## src/uart485_pkg.sv

```systemverilog
// Constants shared by the serial port and its receive buffer
package uart485_pkg;
  localparam logic [2:0] OFS_DATA = 3'h0;
  localparam logic [2:0] OFS_DIV_HIGH = 3'h1;
  localparam logic [2:0] OFS_INT_CODE = 3'h2;
  localparam logic [2:0] OFS_FRAME = 3'h3;
  localparam logic [2:0] OFS_LINE_OUT = 3'h4;
  localparam logic [2:0] OFS_STATUS = 3'h5;
  localparam int BIT_DLSEL = 7;
  localparam int BIT_STOP2 = 2;
  localparam int BIT_PAR_EN = 3;
  localparam int BIT_PAR_EVEN = 4;
  localparam int BIT_PAR_STICK = 5;
  localparam int BIT_BREAK = 6;
  localparam int BIT_RTS = 1;
  localparam int BIT_USER_OUT1 = 2;
  localparam int BIT_INT_GATE = 3;
  localparam int BIT_RX_READY = 0;
  localparam int BIT_OVERRUN = 1;
  localparam int BIT_PAR_ERR = 2;
  localparam int BIT_FRAME_ERR = 3;
  localparam int BIT_BREAK_SEEN = 4;
  localparam int BIT_THR_EMPTY = 5;
  localparam int BIT_TX_IDLE = 6;
  localparam logic [7:0] INT_NONE = 8'h01;
  localparam logic [7:0] INT_RX_DATA = 8'h04;
  localparam logic [2:0] LEN_BASE = 3'h5;
  localparam logic [7:0] FRAME_RESET = 8'h03;
  localparam logic [7:0] LINE_OUT_RESET = 8'h00;
  localparam logic [15:0] DIV_RESET = 16'h000c;
  localparam int OVERSAMPLE = 16;
  localparam int REF_CLK_HZ = 1843200;
  localparam int SYS_CLK_HZ = 125000000;
  localparam int FIFO_DEPTH = 4;
  localparam int DATA_W = 8;
endpackage

```

## src/rx_fifo.sv

```systemverilog
// Small valid/ready FIFO for received characters
`timescale 1ns/10ps
module rx_fifo #(
  parameter int WIDTH = 8,
  parameter int DEPTH = 4
) (
  input wire logic i_sys_clk,
  input wire logic i_rst,
  input wire logic i_ce,
  input wire logic i_in_valid,
  output logic o_in_ready,
  input wire logic [WIDTH-1:0] i_in_data,
  output logic o_out_valid,
  input wire logic i_out_ready,
  output logic [WIDTH-1:0] o_out_data
);
  localparam int AW = (DEPTH > 1) ? $clog2(DEPTH) : 1;
  logic [WIDTH-1:0] mem [DEPTH];
  logic [AW-1:0] wr_ptr, rd_ptr, next_wr_ptr, next_rd_ptr;
  logic [AW:0] count, next_count;
  logic push, pop;

  function automatic logic [AW-1:0] ptr_inc(input logic [AW-1:0] p);
    ptr_inc = (p == AW'(DEPTH - 1)) ? '0 : p + 1'b1;
  endfunction

  assign o_in_ready = (count != (AW + 1)'(DEPTH));
  assign o_out_valid = (count != '0);
  assign push = i_in_valid && o_in_ready;
  assign pop = o_out_valid && i_out_ready;

  always_comb begin
    next_wr_ptr = push ? ptr_inc(wr_ptr) : wr_ptr;
    next_rd_ptr = pop ? ptr_inc(rd_ptr) : rd_ptr;
    next_count = count + (AW + 1)'(push) - (AW + 1)'(pop);
  end

  always_ff @(posedge i_sys_clk) begin
    if (i_rst) begin
      wr_ptr <= '0;
      rd_ptr <= '0;
      count <= '0;
    end else if (i_ce) begin
      wr_ptr <= next_wr_ptr;
      rd_ptr <= next_rd_ptr;
      count <= next_count;
    end
  end

  always_ff @(posedge i_sys_clk) begin
    if (i_ce && push) begin
      mem[wr_ptr] <= i_in_data;
    end
  end

  // Head registered each cycle so the data output comes from a flop
  always_ff @(posedge i_sys_clk) begin
    if (i_rst) begin
      o_out_data <= '0;
    end else if (i_ce) begin
      o_out_data <= (count == '0 && push) ? i_in_data :
                    (pop ? ((next_count == '0 && push) ? i_in_data : mem[next_rd_ptr])
                         : (count == '0 ? o_out_data : mem[rd_ptr]));
    end
  end
endmodule

```

## src/rs485_uart_port.sv

```systemverilog
// Byte-register serial port with transceiver direction control
`timescale 1ns/10ps
module rs485_uart_port
  import uart485_pkg::*;
(
  input wire logic i_sys_clk,
  input wire logic i_rst,
  input wire logic i_ce,
  input wire logic [2:0] i_addr,
  input wire logic i_rd,
  input wire logic i_wr,
  input wire logic [7:0] i_wdata,
  output logic [7:0] o_rdata,
  input wire logic i_dir_jumper,
  input wire logic i_rx_line,
  output logic o_tx_line,
  output logic o_tx_drive_oe_n,
  output logic o_rts,
  output logic o_irq
);
  // ------------------------------------------------------------
  // Register file
  // ------------------------------------------------------------
  logic [7:0] frame, next_frame, line_out, next_line_out;
  logic [15:0] divisor, next_divisor;
  logic [7:0] thr, next_thr;
  logic thr_full, next_thr_full;
  logic overrun, next_overrun, par_err, next_par_err;
  logic frm_err, next_frm_err, brk_seen, next_brk_seen;
  logic dlsel, rd_data, wr_data, tx_take, tx_idle;
  logic rx_push, rx_push_ready, rx_valid;
  logic [7:0] rx_char, rx_head;
  logic rx_perr, rx_ferr, rx_brk;
  logic [7:0] status;

  assign dlsel = frame[BIT_DLSEL];
  assign rd_data = i_rd && i_addr == OFS_DATA && !dlsel;
  assign wr_data = i_wr && i_addr == OFS_DATA && !dlsel;

  always_comb begin
    next_frame = frame;
    next_line_out = line_out;
    next_divisor = divisor;
    next_thr = thr;
    next_thr_full = thr_full;
    if (tx_take) begin
      next_thr_full = 1'b0;
    end
    if (i_wr) begin
      case (i_addr)
        OFS_DATA: begin
          if (dlsel) begin
            next_divisor[7:0] = i_wdata;
          end else begin
            next_thr = i_wdata;
            next_thr_full = 1'b1;
          end
        end
        OFS_DIV_HIGH: begin
          if (dlsel) begin
            next_divisor[15:8] = i_wdata;
          end
        end
        OFS_FRAME: next_frame = i_wdata;
        OFS_LINE_OUT: next_line_out = i_wdata;
        default: ;
      endcase
    end
  end

  // Error flags: a new event wins over the clear of a status read
  always_comb begin
    next_overrun = overrun;
    next_par_err = par_err;
    next_frm_err = frm_err;
    next_brk_seen = brk_seen;
    if (i_rd && i_addr == OFS_STATUS) begin
      next_overrun = 1'b0;
      next_par_err = 1'b0;
      next_frm_err = 1'b0;
      next_brk_seen = 1'b0;
    end
    if (rx_push) begin
      next_overrun = next_overrun | !rx_push_ready;
      next_par_err = next_par_err | rx_perr;
      next_frm_err = next_frm_err | rx_ferr;
      next_brk_seen = next_brk_seen | rx_brk;
    end
  end

  always_ff @(posedge i_sys_clk) begin
    if (i_rst) begin
      frame <= FRAME_RESET;
      line_out <= LINE_OUT_RESET;
      divisor <= DIV_RESET;
      thr <= '0;
      thr_full <= 1'b0;
      overrun <= 1'b0;
      par_err <= 1'b0;
      frm_err <= 1'b0;
      brk_seen <= 1'b0;
    end else if (i_ce) begin
      frame <= next_frame;
      line_out <= next_line_out;
      divisor <= next_divisor;
      thr <= next_thr;
      thr_full <= next_thr_full;
      overrun <= next_overrun;
      par_err <= next_par_err;
      frm_err <= next_frm_err;
      brk_seen <= next_brk_seen;
    end
  end

  always_comb begin
    status = '0;
    status[BIT_RX_READY] = rx_valid;
    status[BIT_OVERRUN] = overrun;
    status[BIT_PAR_ERR] = par_err;
    status[BIT_FRAME_ERR] = frm_err;
    status[BIT_BREAK_SEEN] = brk_seen;
    status[BIT_THR_EMPTY] = !thr_full;
    status[BIT_TX_IDLE] = !thr_full && tx_idle;
  end

  always_ff @(posedge i_sys_clk) begin
    if (i_rst) begin
      o_rdata <= '0;
    end else if (i_ce && i_rd) begin
      case (i_addr)
        OFS_DATA: o_rdata <= dlsel ? divisor[7:0] : rx_head;
        OFS_DIV_HIGH: o_rdata <= dlsel ? divisor[15:8] : 8'h00;
        OFS_INT_CODE: o_rdata <= rx_valid ? INT_RX_DATA : INT_NONE;
        OFS_FRAME: o_rdata <= frame;
        OFS_LINE_OUT: o_rdata <= line_out;
        OFS_STATUS: o_rdata <= status;
        default: o_rdata <= 8'h00;
      endcase
    end
  end

  // Jumper absent keeps the driver on; bit 2 is unused here
  assign o_rts = i_dir_jumper ? line_out[BIT_RTS] : 1'b1;
  assign o_tx_drive_oe_n = !o_rts;
  assign o_irq = line_out[BIT_INT_GATE] && rx_valid;

  // ------------------------------------------------------------
  // Baud tick: reference rate emulated by fractional accumulation
  // ------------------------------------------------------------
  logic [31:0] ref_acc, next_ref_acc;
  logic ref_tick;
  logic [15:0] div_cnt, next_div_cnt;
  logic os_tick;

  always_comb begin
    next_ref_acc = ref_acc + 32'(REF_CLK_HZ);
    ref_tick = 1'b0;
    if (next_ref_acc >= 32'(SYS_CLK_HZ)) begin
      next_ref_acc = next_ref_acc - 32'(SYS_CLK_HZ);
      ref_tick = 1'b1;
    end
    next_div_cnt = div_cnt;
    os_tick = 1'b0;
    if (ref_tick) begin
      if (div_cnt + 16'h0001 >= divisor) begin
        next_div_cnt = '0;
        os_tick = 1'b1;
      end else begin
        next_div_cnt = div_cnt + 16'h0001;
      end
    end
  end

  always_ff @(posedge i_sys_clk) begin
    if (i_rst) begin
      ref_acc <= '0;
      div_cnt <= '0;
    end else if (i_ce) begin
      ref_acc <= next_ref_acc;
      div_cnt <= next_div_cnt;
    end
  end

  function automatic logic [3:0] data_bits(input logic [7:0] f);
    data_bits = {2'b00, f[1:0]} + {1'b0, LEN_BASE};
  endfunction

  function automatic logic parity_of(input logic [7:0] d, input logic [7:0] f);
    logic p;
    p = ^(d & (8'hff >> (4'h8 - data_bits(f))));
    if (f[BIT_PAR_STICK]) begin
      parity_of = !f[BIT_PAR_EVEN];
    end else begin
      parity_of = f[BIT_PAR_EVEN] ? p : !p;
    end
  endfunction

  // ------------------------------------------------------------
  // Transmitter
  // ------------------------------------------------------------
  typedef enum logic [2:0] {TX_IDLE, TX_START, TX_DATA, TX_PAR, TX_STOP} tx_state_e;
  tx_state_e tx_st, next_tx_st;
  logic [7:0] tx_sh, next_tx_sh;
  logic [3:0] tx_os, next_tx_os, tx_n, next_tx_n;
  logic tx_bit, next_tx_bit;
  logic [7:0] tx_word, next_tx_word;

  assign tx_idle = (tx_st == TX_IDLE);
  // Start only on a tick so the start bit lasts a full sixteen ticks
  assign tx_take = (tx_st == TX_IDLE) && thr_full && !dlsel && os_tick;

  always_comb begin
    next_tx_st = tx_st;
    next_tx_sh = tx_sh;
    next_tx_os = tx_os;
    next_tx_n = tx_n;
    next_tx_bit = tx_bit;
    next_tx_word = tx_word;
    case (tx_st)
      TX_IDLE: begin
        next_tx_bit = 1'b1;
        if (tx_take) begin
          next_tx_sh = thr;
          next_tx_word = thr;
          next_tx_st = TX_START;
          next_tx_os = '0;
          next_tx_bit = 1'b0;
        end
      end
      default: begin
        if (os_tick) begin
          next_tx_os = tx_os + 4'h1;
          if (tx_os == 4'(OVERSAMPLE - 1)) begin
            case (tx_st)
              TX_START, TX_DATA: begin
                if (tx_st == TX_START) begin
                  next_tx_n = '0;
                end else begin
                  next_tx_n = tx_n + 4'h1;
                end
                if (tx_st == TX_DATA && tx_n + 4'h1 == data_bits(frame)) begin
                  next_tx_st = frame[BIT_PAR_EN] ? TX_PAR : TX_STOP;
                  next_tx_bit = frame[BIT_PAR_EN] ? parity_of(tx_word, frame) : 1'b1;
                  next_tx_n = '0;
                end else begin
                  next_tx_st = TX_DATA;
                  next_tx_bit = tx_sh[0];
                  next_tx_sh = {1'b0, tx_sh[7:1]};
                end
              end
              TX_PAR: begin
                next_tx_st = TX_STOP;
                next_tx_bit = 1'b1;
                next_tx_n = '0;
              end
              TX_STOP: begin
                next_tx_n = tx_n + 4'h1;
                if (!frame[BIT_STOP2] || tx_n == 4'h1) begin
                  next_tx_st = TX_IDLE;
                end
              end
              default: next_tx_st = TX_IDLE;
            endcase
          end
        end
      end
    endcase
  end

  // Copy of the character kept for parity, the shifter drains
  always_ff @(posedge i_sys_clk) begin
    if (i_rst) begin
      tx_st <= TX_IDLE;
      tx_sh <= '0;
      tx_os <= '0;
      tx_n <= '0;
      tx_bit <= 1'b1;
      tx_word <= '0;
    end else if (i_ce) begin
      tx_st <= next_tx_st;
      tx_sh <= next_tx_sh;
      tx_os <= next_tx_os;
      tx_n <= next_tx_n;
      tx_bit <= next_tx_bit;
      tx_word <= next_tx_word;
    end
  end

  assign o_tx_line = tx_bit && !frame[BIT_BREAK];

  // ------------------------------------------------------------
  // Receiver
  // ------------------------------------------------------------
  logic [2:0] rx_sync;
  logic rx_in, next_rx_in;
  typedef enum logic [2:0] {RX_IDLE, RX_START, RX_DATA, RX_PAR, RX_STOP} rx_state_e;
  rx_state_e rx_st, next_rx_st;
  logic [7:0] rx_sh, next_rx_sh;
  logic [3:0] rx_os, next_rx_os, rx_n, next_rx_n;
  logic rx_pbit, next_rx_pbit;

  always_comb begin
    next_rx_in = (rx_sync[2] == rx_sync[1]) ? rx_sync[1] : rx_in;
    next_rx_st = rx_st;
    next_rx_sh = rx_sh;
    next_rx_os = rx_os;
    next_rx_n = rx_n;
    next_rx_pbit = rx_pbit;
    rx_push = 1'b0;
    if (os_tick) begin
      next_rx_os = rx_os + 4'h1;
      case (rx_st)
        RX_IDLE: begin
          next_rx_os = '0;
          if (!rx_in) begin
            next_rx_st = RX_START;
          end
        end
        RX_START: begin
          if (rx_os == 4'(OVERSAMPLE / 2 - 1)) begin
            next_rx_os = '0;
            next_rx_n = '0;
            next_rx_sh = '0;
            next_rx_st = rx_in ? RX_IDLE : RX_DATA;
          end
        end
        RX_DATA: begin
          if (rx_os == 4'(OVERSAMPLE - 1)) begin
            next_rx_sh = {rx_in, rx_sh[7:1]};
            next_rx_n = rx_n + 4'h1;
            if (rx_n + 4'h1 == data_bits(frame)) begin
              next_rx_st = frame[BIT_PAR_EN] ? RX_PAR : RX_STOP;
            end
          end
        end
        RX_PAR: begin
          if (rx_os == 4'(OVERSAMPLE - 1)) begin
            next_rx_pbit = rx_in;
            next_rx_st = RX_STOP;
          end
        end
        RX_STOP: begin
          if (rx_os == 4'(OVERSAMPLE - 1)) begin
            rx_push = 1'b1;
            next_rx_st = RX_IDLE;
          end
        end
        default: next_rx_st = RX_IDLE;
      endcase
    end
  end

  assign rx_char = rx_sh >> (4'h8 - data_bits(frame));
  assign rx_perr = frame[BIT_PAR_EN] && (rx_pbit != parity_of(rx_char, frame));
  assign rx_ferr = !rx_in;
  assign rx_brk = !rx_in && rx_sh == 8'h00;

  always_ff @(posedge i_sys_clk) begin
    if (i_rst) begin
      rx_sync <= 3'h7;
      rx_in <= 1'b1;
      rx_st <= RX_IDLE;
      rx_sh <= '0;
      rx_os <= '0;
      rx_n <= '0;
      rx_pbit <= 1'b0;
    end else if (i_ce) begin
      rx_sync <= {rx_sync[1:0], i_rx_line};
      rx_in <= next_rx_in;
      rx_st <= next_rx_st;
      rx_sh <= next_rx_sh;
      rx_os <= next_rx_os;
      rx_n <= next_rx_n;
      rx_pbit <= next_rx_pbit;
    end
  end

  rx_fifo #(.WIDTH(DATA_W), .DEPTH(FIFO_DEPTH)) u_rx_fifo (
    .i_sys_clk(i_sys_clk),
    .i_rst(i_rst),
    .i_ce(i_ce),
    .i_in_valid(rx_push),
    .o_in_ready(rx_push_ready),
    .i_in_data(rx_char),
    .o_out_valid(rx_valid),
    .i_out_ready(rd_data && i_ce),
    .o_out_data(rx_head)
  );
endmodule

```

## config.mk

```make
export PLATFORM = sky130hd
export DESIGN_NAME = rs485_uart_port
export DESIGN_NICKNAME = d
export VERILOG_FILES = /design/src/uart485_pkg.sv /design/src/rx_fifo.sv /design/src/rs485_uart_port.sv
export SDC_FILE = /design/constraint.sdc
export NUM_CORES = 1
export LEC_CHECK = 0
export BUFFER_PORTS_ARGS = -buffer_cell sky130_fd_sc_hd__buf_2
export CAP_MARGIN = 30
export CORE_UTILIZATION = 50
export DETAILED_ROUTE_END_ITERATION = 6
export PLACE_DENSITY = 0.72
export SETUP_SLACK_MARGIN = 0.02
export SLEW_MARGIN = 20
export SYNTH_ARGS = -nofsm -noshare
export SYNTH_HDL_FRONTEND = slang
export SYNTH_SLANG_ARGS = --single-unit
```

## constraint.sdc

```tcl
create_clock -name i_sys_clk -period 9.1 [get_ports i_sys_clk]
set_clock_uncertainty 0.05 [all_clocks]
set_input_delay 2.275 -clock i_sys_clk [delete_from_list [all_inputs] [get_ports i_sys_clk]]
set_output_delay 2.275 -clock i_sys_clk [all_outputs]
set_load 0.01 [all_outputs]
```

==> impl_metrics.py, run 1 <==
metrics = {
    "outcome": {
        "status": "completed",
    },
    "pwr": {
        "power.total_mw": 1.783,
        "ir_drop_mv": 0.1282,
        "p_per_area_nw_per_um2": 141.7,
        "p_leak_nw": 4.699,
    },
    "timing": {
        "final.setup.worst_slack_ns": 2.984,
        "maxSlewHeadroom_pct": 42.56,
        "finalSetupViolCount": 0,
        "final.period_utilization_pct": 67.21,
        "fmax_mhz": 163.5,
        "min_period_ns": 6.116,
        "finalSetupTns_ns": 0,
        "slew_viol_final": 0,
        "hold_viol": 0,
        "rsz0062_at_grt": "no",
        "worst_pin_slew_ns": 0.8615,
        "holdWs_ns": 0.4020,
    },
    "logic_synthesis": {
        "yosys.area.top_type": "dfxtp_1",
        "yosysSeqAreaShare_pct": 36.20,
        "synth-seq-cells": 196,
        "syn-instance-count": 1355,
        "synthTopCellsByCount": "dfxtp_1, nand2_1, nor2_1",
        "synth_fp_nets": 1411,
        "ys_warn_count": 0,
        "yosys-top-cells-area": "dfxtp_1, edfxtp_1, mux2i_1, a21oi_1, nand2_1",
        "syn_area_um2": 11720,
        "synth_async_sr_flop_share_pct": 0,
        "synth_cell_types": 99,
        "synthFlopType": "dfxtp_1",
        "avgSynthCellArea_um2": 8.652,
        "synth_most_common_cell": "dfxtp_1",
        "synth-edff-count": 32,
        "yosysTopAreaCellShare_pct": 28.00,
    },
    "clocking": {
        "clock_path_buffers": 2,
        "insertion_delay_ns": 0.44,
        "cts_resized": 0,
        "clkTransAtPathRegs_ns": 0.08,
        "cts_tree": "built",
        "cts_hold_repair.buffers": 0,
        "htree_levels": 4,
        "numCtsBuffers": 17,
        "clockRootBuffer": "clkbuf_16",
        "cts_num_sinks": 196,
        "cts_setup_buffers": 0,
    },
    "worst_hold_path": {
        "hold_path_class": "flop to flop",
        "hp-start": "thr[7]$_SDFFE_PP0P_",
    },
    "place": {
        "gp_congestion": 0.9635,
        "placed_area_um2": 11950,
        "portBuffers": 29,
        "dp_cells": 1619,
        "dp_hpwl_mm": 20.44,
        "dp_slack_ns": 2.784,
    },
    "setup_path": {
        "r2r_start": "div_cnt[0]$_SDFFE_PP0P_",
        "crit_start": "div_cnt[0]$_SDFFE_PP0P_",
        "worstPathMaxFanout": 19,
        "endpoint_kind": "flop",
        "required_ns": 9.43,
        "path_class": "flop to flop",
        "crit_arrival_ns": 6.44,
        "crit_path_start_kind": "flop",
        "rrSetupSlack_ns": 2.98,
    },
    "cells_and_area": {
        "final_nets": 1382,
        "fin_util_pct": 55.09,
        "fin_cells": 1654,
        "final_cell_area_um2": 12590,
        "area_growth_pct": 7.353,
        "ff_latch_area_um2": 4244,
        "drive_gt1_share_pct": 11.20,
        "multi_input_area_um2": 6912,
        "n_fill_cell": 2104,
    },
    "routing": {
        "drc": 0,
        "avgRoutedWirePerCell_um": 17.81,
        "vias": 9955,
        "drt_iter0_drc": 829,
        "viasPerCell": 6.019,
        "drtPass1Iterations": 6,
        "ant_nets": 0,
        "wirelength_mm": 29.46,
    },
    "global_routing": {
        "grt_max_degree": 81,
        "overflow": 0,
        "grt_pass1_vias": 9201,
        "grt_pass1_wl_mm": 48.22,
        "track_usage_pct": 25.25,
        "antenna_found_initial": 2,
    },
    "floorplan": {
        "fp.dieW_um": 155.1,
        "pin_count": 30,
        "initial_core_util_pct": 51.31,
        "rows": 55,
        "chipHeight_um": 155.1,
        "die-area_um2": 24060,
        "core_area_um2": 22850,
    },
    "flow_run": {
        "cap_viol_max_count": 0,
    },
}
[cell usage in the layout, fill, tap and decap left out, types with 12 or more instances in the layout]
cell | synthesis | routed
nor2_1 | 141 | 141
mux2i_1 | 55 | 54
dfxtp_1 | 164 | 164
nor2b_1 | 24 | 24
o21ai_0 | 48 | 48
buf_4 | 10 | 12
a31oi_1 | 13 | 13
inv_1 | 41 | 41
a211oi_1 | 17 | 17
xor2_1 | 21 | 21
or3_1 | 16 | 16
mux2_2 | 16 | 16
xnor2_1 | 30 | 30
a22oi_1 | 16 | 16
nand3_1 | 58 | 58
buf_2 | 12 | 28
a21oi_1 | 109 | 109
nand2_1 | 141 | 141
mux4_2 | 13 | 13
nand2b_1 | 15 | 15
o211ai_1 | 18 | 18
nor3_1 | 23 | 23
and2_1 | 14 | 14
clkbuf_16 | 0 | 17
ha_1 | 37 | 37
edfxtp_1 | 32 | 32
and3_1 | 18 | 18
[critical path: stages (launching register included)]
cell and delay [ns]:
dfxtp_1 0.39, ha_1 0.26, and3_1 0.20, and3_1 0.23, and3_1 0.24, and3_1 0.28, nand3_1 0.12, xnor2_1 0.22
ha_1 0.29, a2111o_1 0.43, a2111oi_0 0.41, o221a_2 0.33, nor2_1 0.06, buf_4 0.23, nand2_1 0.12, nor2_1 0.06
ha_1 0.19, fa_1 0.42, nor3_1 0.15, a21oi_1 0.07, mux2i_1 0.16, nand2_1 0.12, nor3_2 0.49, mux2_2 0.41
o21ai_1 0.13
[layout make-up]
cell class	instances	area share, %
flip-flops and latches	196	33.72
clock inverters	15	1.441
well taps	313	3.112
inverters	42	1.253
clock buffers	17	3.380
repair buffers	42	2.137
multi-input cells	1027	54.92
diodes	2	0.03977
[final timing paths]
kind | end | cells past startpoint
worst max-delay path | u_rx_fifo.o_out_data[2]$_SDFFE_PP0P_ | 24
worst min-delay path | thr[7]$_SDFFE_PP0P_ | 2
worst min register to register | thr[7]$_SDFFE_PP0P_ | 2
worst max register to register | u_rx_fifo.o_out_data[2]$_SDFFE_PP0P_ | 24
[per-layer routing]
layer / vias to the layer above / global-route usage, % / share of wire (%)
met5: - / 0 / 0
met4: 0 / 9.147 / 2.7
met3: 53 / 4.290 / 6.0
met2: 315 / 39.17 / 45
met1: 4753 / 35.27 / 47
li1: 4834 / - / -
[kinds of logic after synthesis]
group	count (synthesis)	share of synthesized area, %
and+or+nand+nor	529	23.28
AOI/OAI and AO/OA	318	18.00
DFF	196	36.20
buffers and inverters	132	4.877
muxes	85	8.826
xor gates and xnor gates	55	4.525
adders and majority gates	40	4.290
[registers in the layout (all words and copies together) (netlist names), 16 cells and up, named ones only]
name	cells
divisor	16
u_rx_fifo.mem	32
ref_acc	26
div_cnt	16
[report_power, final]
part | switching (mW) | internal (mW) | leakage (nW)
registers | 0.0151 | 0.884 | 1.70
logic | 0.0641 | 0.0346 | 2.71
clock network | 0.367 | 0.418 | 0.293
Note: power is estimated with default switching activity, not from simulation.
==> run 2, diff against run 1 <==
==> constraint.sdc (replaced) <==
create_clock -name i_sys_clk -period 5.8 [get_ports i_sys_clk]
set_clock_uncertainty 0.05 [all_clocks]
set_input_delay 1.45 -clock i_sys_clk [delete_from_list [all_inputs] [get_ports i_sys_clk]]
set_output_delay 1.45 -clock i_sys_clk [all_outputs]
set_load 0.01 [all_outputs]
==> impl_metrics.py, run 2 (synthesis gave the netlist of run 1 again) <==
metrics = {
    "routing": {
        "drt_iter0_drc": 913,
        "ant_nets": 0,
        "wirelength_mm": 29.98,
        "vias": 10107,
        "avgRoutedWirePerCell_um": 18.08,
        "drc": 0,
        "viasPerCell": 6.096,
        "drtPass1Iterations": 7,
    },
    "floorplan": {
        "chipHeight_um": 155.1,
        "pin_count": 30,
        "rows": 55,
        "fp.dieW_um": 155.1,
        "die-area_um2": 24060,
        "core_area_um2": 22850,
        "initial_core_util_pct": 51.31,
    },
    "global_routing": {
        "grtUsageMet2_pct": 39.49,
        "grt_busiest_layer": "met2",
        "grt_use_met1_pct": 36.33,
        "met3_usage_pct": 4.401,
        "grt_pass1_vias": 9122,
        "antenna_found_initial": 1,
        "grt_pass1_wl_mm": 48.63,
        "overflow": 0,
        "grt_max_degree": 67,
        "track_usage_pct": 25.60,
    },
    "cells_and_area": {
        "n_fill_cell": 2126,
        "largest_register": "u_rx_fifo.mem",
        "final_nets": 1387,
        "largest_register_ff_count": 32,
        "area_growth_pct": 8.004,
        "final_common_cell": "dfxtp_1",
        "final_cell_mix": "dfxtp_1, nand2_1, nor2_1",
        "final_cell_area_um2": 12660,
        "reg_top3": "u_rx_fifo.mem: 32 flops, ref_acc: 26 flops",
        "drive_gt1_share_pct": 11.98,
    },
    "setup_path": {
        "crit_arrival_ns": 5.76,
        "endpoint_kind": "flop",
        "required_ns": 6.13,
        "path_class": "flop to flop",
        "crit_path_start_kind": "flop",
        "worstPathMaxFanout": 8,
    },
    "flow_run": {
        "cap_viol_max_count": 0,
    },
    "outcome": {
        "status": "completed",
    },
    "worst_hold_path": {
        "hold_path_class": "flop to flop",
    },
    "timing": {
        "holdWs_ns": 0.4084,
        "hold_viol": 0,
        "worst_pin_slew_ns": 0.9421,
        "final.period_utilization_pct": 93.63,
        "slew_viol_final": 0,
        "fmax_mhz": 184.1,
        "finalSetupTns_ns": 0,
        "rsz0062_at_grt": "no",
        "maxSlewHeadroom_pct": 37.13,
        "min_period_ns": 5.430,
        "finalSetupViolCount": 0,
        "final.setup.worst_slack_ns": 0.3696,
    },
    "place": {
        "dp_slack_ns": 0.2674,
        "gp_congestion": 0.9197,
        "portBuffers": 29,
        "dp_hpwl_mm": 20.89,
        "placed_area_um2": 11990,
    },
    "clocking": {
        "insertion_delay_ns": 0.45,
        "clkTransAtPathRegs_ns": 0.09,
        "cts_setup_buffers": 0,
        "numCtsBuffers": 17,
        "cts_hold_repair.buffers": 0,
        "clockRootBuffer": "clkbuf_16",
        "cts_num_sinks": 196,
        "cts_tree": "built",
        "htree_levels": 4,
        "clock_path_buffers": 2,
    },
    "pwr": {
        "ir_drop_mv": 0.1972,
        "power.total_mw": 2.836,
        "p_per_area_nw_per_um2": 224.0,
        "p_leak_nw": 4.740,
    },
}
run 2: changes by cell type in the layout (fill, tap and decap cells not counted), sizes merged:
cell / delta
clkinvlp: -2
bufinv: -2
diode: -1
buf: +5
clkinv: +4
run 2: cell type report:
class / count / area (um2) / share of cell area, %
Antenna cell: 1 / 2.502 / 0.01976
Clock buffer: 17 / 425.4 / 3.360
Clock inverter: 15 / 225.2 / 1.779
Inverter: 42 / 157.7 / 1.245
Multi-Input combinational cell: 1027 / 6932 / 54.74
Sequential cell: 196 / 4245 / 33.53
Tap cell: 313 / 391.6 / 3.093
Timing Repair Buffer: 47 / 282.8 / 2.233
run 2: worst paths after layout:
| check | cells past startpoint | end | slack (ns) | start |
|---|---|---|---|---|
| setup reg to reg | 24 | u_rx_fifo.o_out_data[0]$_SDFFE_PP0P_ | 0.37 | div_cnt[0]$_SDFFE_PP0P_ |
| hold reg to reg | 2 | thr[7]$_SDFFE_PP0P_ | 0.41 | thr[7]$_SDFFE_PP0P_ |
| setup / recovery | 24 | u_rx_fifo.o_out_data[0]$_SDFFE_PP0P_ | 0.37 | div_cnt[0]$_SDFFE_PP0P_ |
| hold / removal | 2 | thr[7]$_SDFFE_PP0P_ | 0.41 | thr[7]$_SDFFE_PP0P_ |
run 2: routing by layer:
metal  vias to the layer above  part of all wire (%)
met4                         0                   2.2
met2                       364                    45
li1                       4850                     -
met5                         -                     0
met1                      4855                    46
met3                        38                   6.6
run 2: report_power, final:
part	switching (mW)	internal (mW)	total [mW]
Sequential	0.0236	1.39	1.41
Combinational	0.102	0.0533	0.155
Clock	0.659	0.612	1.27
run 2: per-stage QoR:
stage | std cells | util, %
floorplan | 1355 | -
global placement | 1625 | 52.47
detailed placement | 1625 | 52.47
CTS | 1657 | 55.32
global route | 1658 | 55.42
finish | 1658 | 55.42
run 2: worst max-delay path, stage by stage, from the launching register on:
cell       delay [ns]
dfxtp_2          0.37
ha_2             0.23
and3_1           0.19
and3_1           0.23
and3_1           0.24
and3_2           0.26
nand3_1          0.13
xnor2_2          0.17
ha_1             0.30
a2111o_1         0.43
a2111oi_1        0.35
o221a_2          0.29
nor2_1           0.07
nand2_1          0.10
nor2_1           0.06
ha_1             0.19
fa_1             0.41
nor3_1           0.15
a21oi_1          0.06
mux2i_1          0.13
nand2_1          0.10
nor3_2           0.18
buf_4            0.21
mux2_2           0.35
o21ai_1          0.13
run 2: timing repair:
action                                  4_1_cts  5_1_grt
endpoints found under the hold margin         0        0
resized for setup                             0        7
endpoints found under the setup margin        0        8
==> run 3, diff against run 2 <==
--- a/config.mk
+++ b/config.mk
@@ -5,10 +5,12 @@
 export SDC_FILE = /design/constraint.sdc
 export NUM_CORES = 1
 export LEC_CHECK = 0
+export ABC_AREA = 1
 export BUFFER_PORTS_ARGS = -buffer_cell sky130_fd_sc_hd__buf_2
 export CAP_MARGIN = 30
 export CORE_UTILIZATION = 50
 export DETAILED_ROUTE_END_ITERATION = 6
+export GPL_TIMING_DRIVEN = 0
 export PLACE_DENSITY = 0.72
 export SETUP_SLACK_MARGIN = 0.02
 export SLEW_MARGIN = 20
==> impl_metrics.py, run 3 <==
metrics = {
    "setup_path": {
        "endpoint_kind": "flop",
        "ff2ff_path_depth": 30,
        "cp_num_buf_inv": 5,
        "crit_family": "simple AND/OR/NAND/NOR gates",
        "cp_common_cell": "nand3_1",
        "cpPeakStageDelay_ns": 0.47,
        "required_ns": 6.08,
        "path_class": "flop to flop",
        "worstPathMaxFanout": 10,
        "crit_arrival_ns": 5.50,
        "cp.depth": 30,
        "crit_path_start_kind": "flop",
        "cp_slowest_cell": "fa_1",
    },
    "clocking": {
        "htree_levels": 4,
        "cts_tree": "built",
        "clkTransAtPathRegs_ns": 0.08,
        "clockRootBuffer": "clkbuf_16",
        "clock_path_buffers": 2,
        "cts_hold_repair.buffers": 0,
        "insertion_delay_ns": 0.45,
        "cts_num_sinks": 196,
        "numCtsBuffers": 17,
    },
    "place": {
        "dp_slack_ns": -0.3962,
        "dp_hpwl_mm": 22.53,
        "placed_area_um2": 11540,
        "portBuffers": 28,
        "dp_cells": 1828,
        "gp_congestion": 0.9574,
    },
    "cells_and_area": {
        "largest_register": "u_rx_fifo.mem",
        "drive_gt1_share_pct": 8.970,
        "diodes": 0,
        "largest_register_ff_count": 32,
        "reg_top3": "u_rx_fifo.mem: 32 flops, ref_acc: 26 flops",
        "n_fill_cell": 2083,
        "final_cell_mix": "nand2_1, inv_1, o21ai_0",
        "final_nets": 1626,
        "fin_util_pct": 56.22,
        "area_growth_pct": 10.73,
        "final_common_cell": "nand2_1",
        "final_cell_area_um2": 12230,
        "fin_cells": 1863,
    },
    "logic_synthesis": {
        "yosys-top-cells-area": "dfxtp_1, edfxtp_1, o21ai_0, nand2_1, a21oi_1",
        "synthTopCellsByCount": "nand2_1, inv_1, o21ai_0",
        "synth_most_common_cell": "nand2_1",
        "syn_area_um2": 11050,
        "yosysTopAreaCellShare_pct": 29.72,
        "synth-edff-count": 32,
        "synth-seq-cells": 196,
        "synthFlopType": "dfxtp_1",
        "yosys.area.top_type": "dfxtp_1",
        "avgSynthCellArea_um2": 7.267,
        "synth_async_sr_flop_share_pct": 0,
        "synth_fp_nets": 1576,
        "yosysSeqAreaShare_pct": 38.42,
        "ys_warn_count": 0,
        "syn-instance-count": 1520,
        "synth_cell_types": 52,
    },
    "floorplan": {
        "fp.dieW_um": 150.6,
        "pin_count": 30,
        "chipHeight_um": 150.6,
        "initial_core_util_pct": 50.77,
        "die-area_um2": 22690,
        "rows": 54,
        "core_area_um2": 21760,
    },
    "timing": {
        "hold_viol": 0,
        "min_period_ns": 5.224,
        "finalSetupTns_ns": 0,
        "final.setup.worst_slack_ns": 0.5756,
        "fmax_mhz": 191.4,
        "finalSetupViolCount": 0,
        "worst_pin_slew_ns": 0.9590,
        "final.period_utilization_pct": 90.08,
        "slew_viol_final": 0,
        "holdWs_ns": 0.4046,
        "rsz0062_at_grt": "no",
        "maxSlewHeadroom_pct": 35.58,
    },
    "routing": {
        "viasPerCell": 5.668,
        "route.met3.wl_mm": 2.350,
        "avgRoutedWirePerCell_um": 16.42,
        "drc": 0,
        "wl_met1_mm": 13.26,
        "ant_nets": 0,
        "wl_met2_mm": 13.97,
        "drt_iter0_drc": 951,
        "vias": 10559,
        "drtPass1Iterations": 5,
        "highest_layer": "met4",
        "wirelength_mm": 30.58,
    },
    "global_routing": {
        "grt_pass1_wl_mm": 48.28,
        "grt_max_degree": 21,
        "overflow": 0,
        "grt_pass1_vias": 9518,
        "track_usage_pct": 27.54,
        "antenna_found_initial": 0,
    },
    "pwr": {
        "p_leak_nw": 5.013,
        "p_per_area_nw_per_um2": 279.9,
        "ir_drop_mv": 0.2549,
        "power.total_mw": 3.424,
    },
    "worst_hold_path": {
        "hold_path_class": "flop to flop",
        "holdPathStages": 2,
    },
    "flow_run": {
        "cap_viol_max_count": 0,
    },
    "outcome": {
        "status": "completed",
    },
}
## run 3: path summary, 6_finish.rpt
path,from,endpoint,slack [ns]
min reg2reg,line_out[0]$_SDFFE_PP0P_,line_out[0]$_SDFFE_PP0P_,0.40
min,line_out[0]$_SDFFE_PP0P_,line_out[0]$_SDFFE_PP0P_,0.40
max,div_cnt[0]$_SDFFE_PP0P_,u_rx_fifo.o_out_data[0]$_SDFFE_PP0P_,0.58
max reg2reg,div_cnt[0]$_SDFFE_PP0P_,u_rx_fifo.o_out_data[0]$_SDFFE_PP0P_,0.58
## run 3: final cells by class
| cell class | count | area, um2 | area share [%] |
|---|---|---|---|
| buffer | 54 | 261.5 | 2.138 |
| clock buffer | 19 | 464.2 | 3.795 |
| clock inverter | 13 | 181.4 | 1.483 |
| inverter | 209 | 784.5 | 6.414 |
| multi-input combinational | 1061 | 5781 | 47.26 |
| sequential | 196 | 4244 | 34.70 |
| tap | 280 | 350.3 | 2.864 |
| timing repair buffer | 31 | 163.9 | 1.340 |
## run 3: timing repair
action | CTS | global route
setup buffers | 0 | 1
setup endpoints to repair | 8 | 8
gates resized for setup | 2 | 5
pin swaps | 0 | 1
cloned | 0 | 0
## run 3: worst register-to-register path: cells and delay by family (launching register included)
family / cells / cell delay [ns]
AND/OR/NAND/NOR: 18 / 2.45
adder cells (fa/ha/maj): 4 / 1.15
buffers and inverters: 5 / 0.63
flip-flops: 1 / 0.42
AO/OA/AOI/OAI: 2 / 0.29
XOR/XNOR: 1 / 0.12
## run 3: cell families (layout without fill, tap and decap cells)
logic type / after synthesis / in the layout / synth area share [%]
buffers and inverters: 263 / 326 / 9.436
flip-flops: 196 / 196 / 38.42
multiplexers: 1 / 1 / 0.09062
AO/OA/AOI/OAI: 416 / 416 / 20.74
adder cells (fa/ha/maj): 38 / 38 / 4.372
XOR/XNOR: 53 / 53 / 4.203
AND/OR/NAND/NOR: 553 / 553 / 22.73
## run 3: report_power, final
part	internal [mW]	leakage (nW)	total (mW)	switching (mW)
registers	1.44	1.63	1.49	0.0525
clock network	0.662	0.311	1.26	0.599
logic	0.211	3.07	0.672	0.461
total	2.31	5.01	3.42	1.11
## run 3: per-layer routing
layer,GRT usage [%],vias to the layer above
met5,0,-
met4,10.90,0
met3,4.727,68
met2,44.70,406
met1,36.32,4855
li1,-,5230
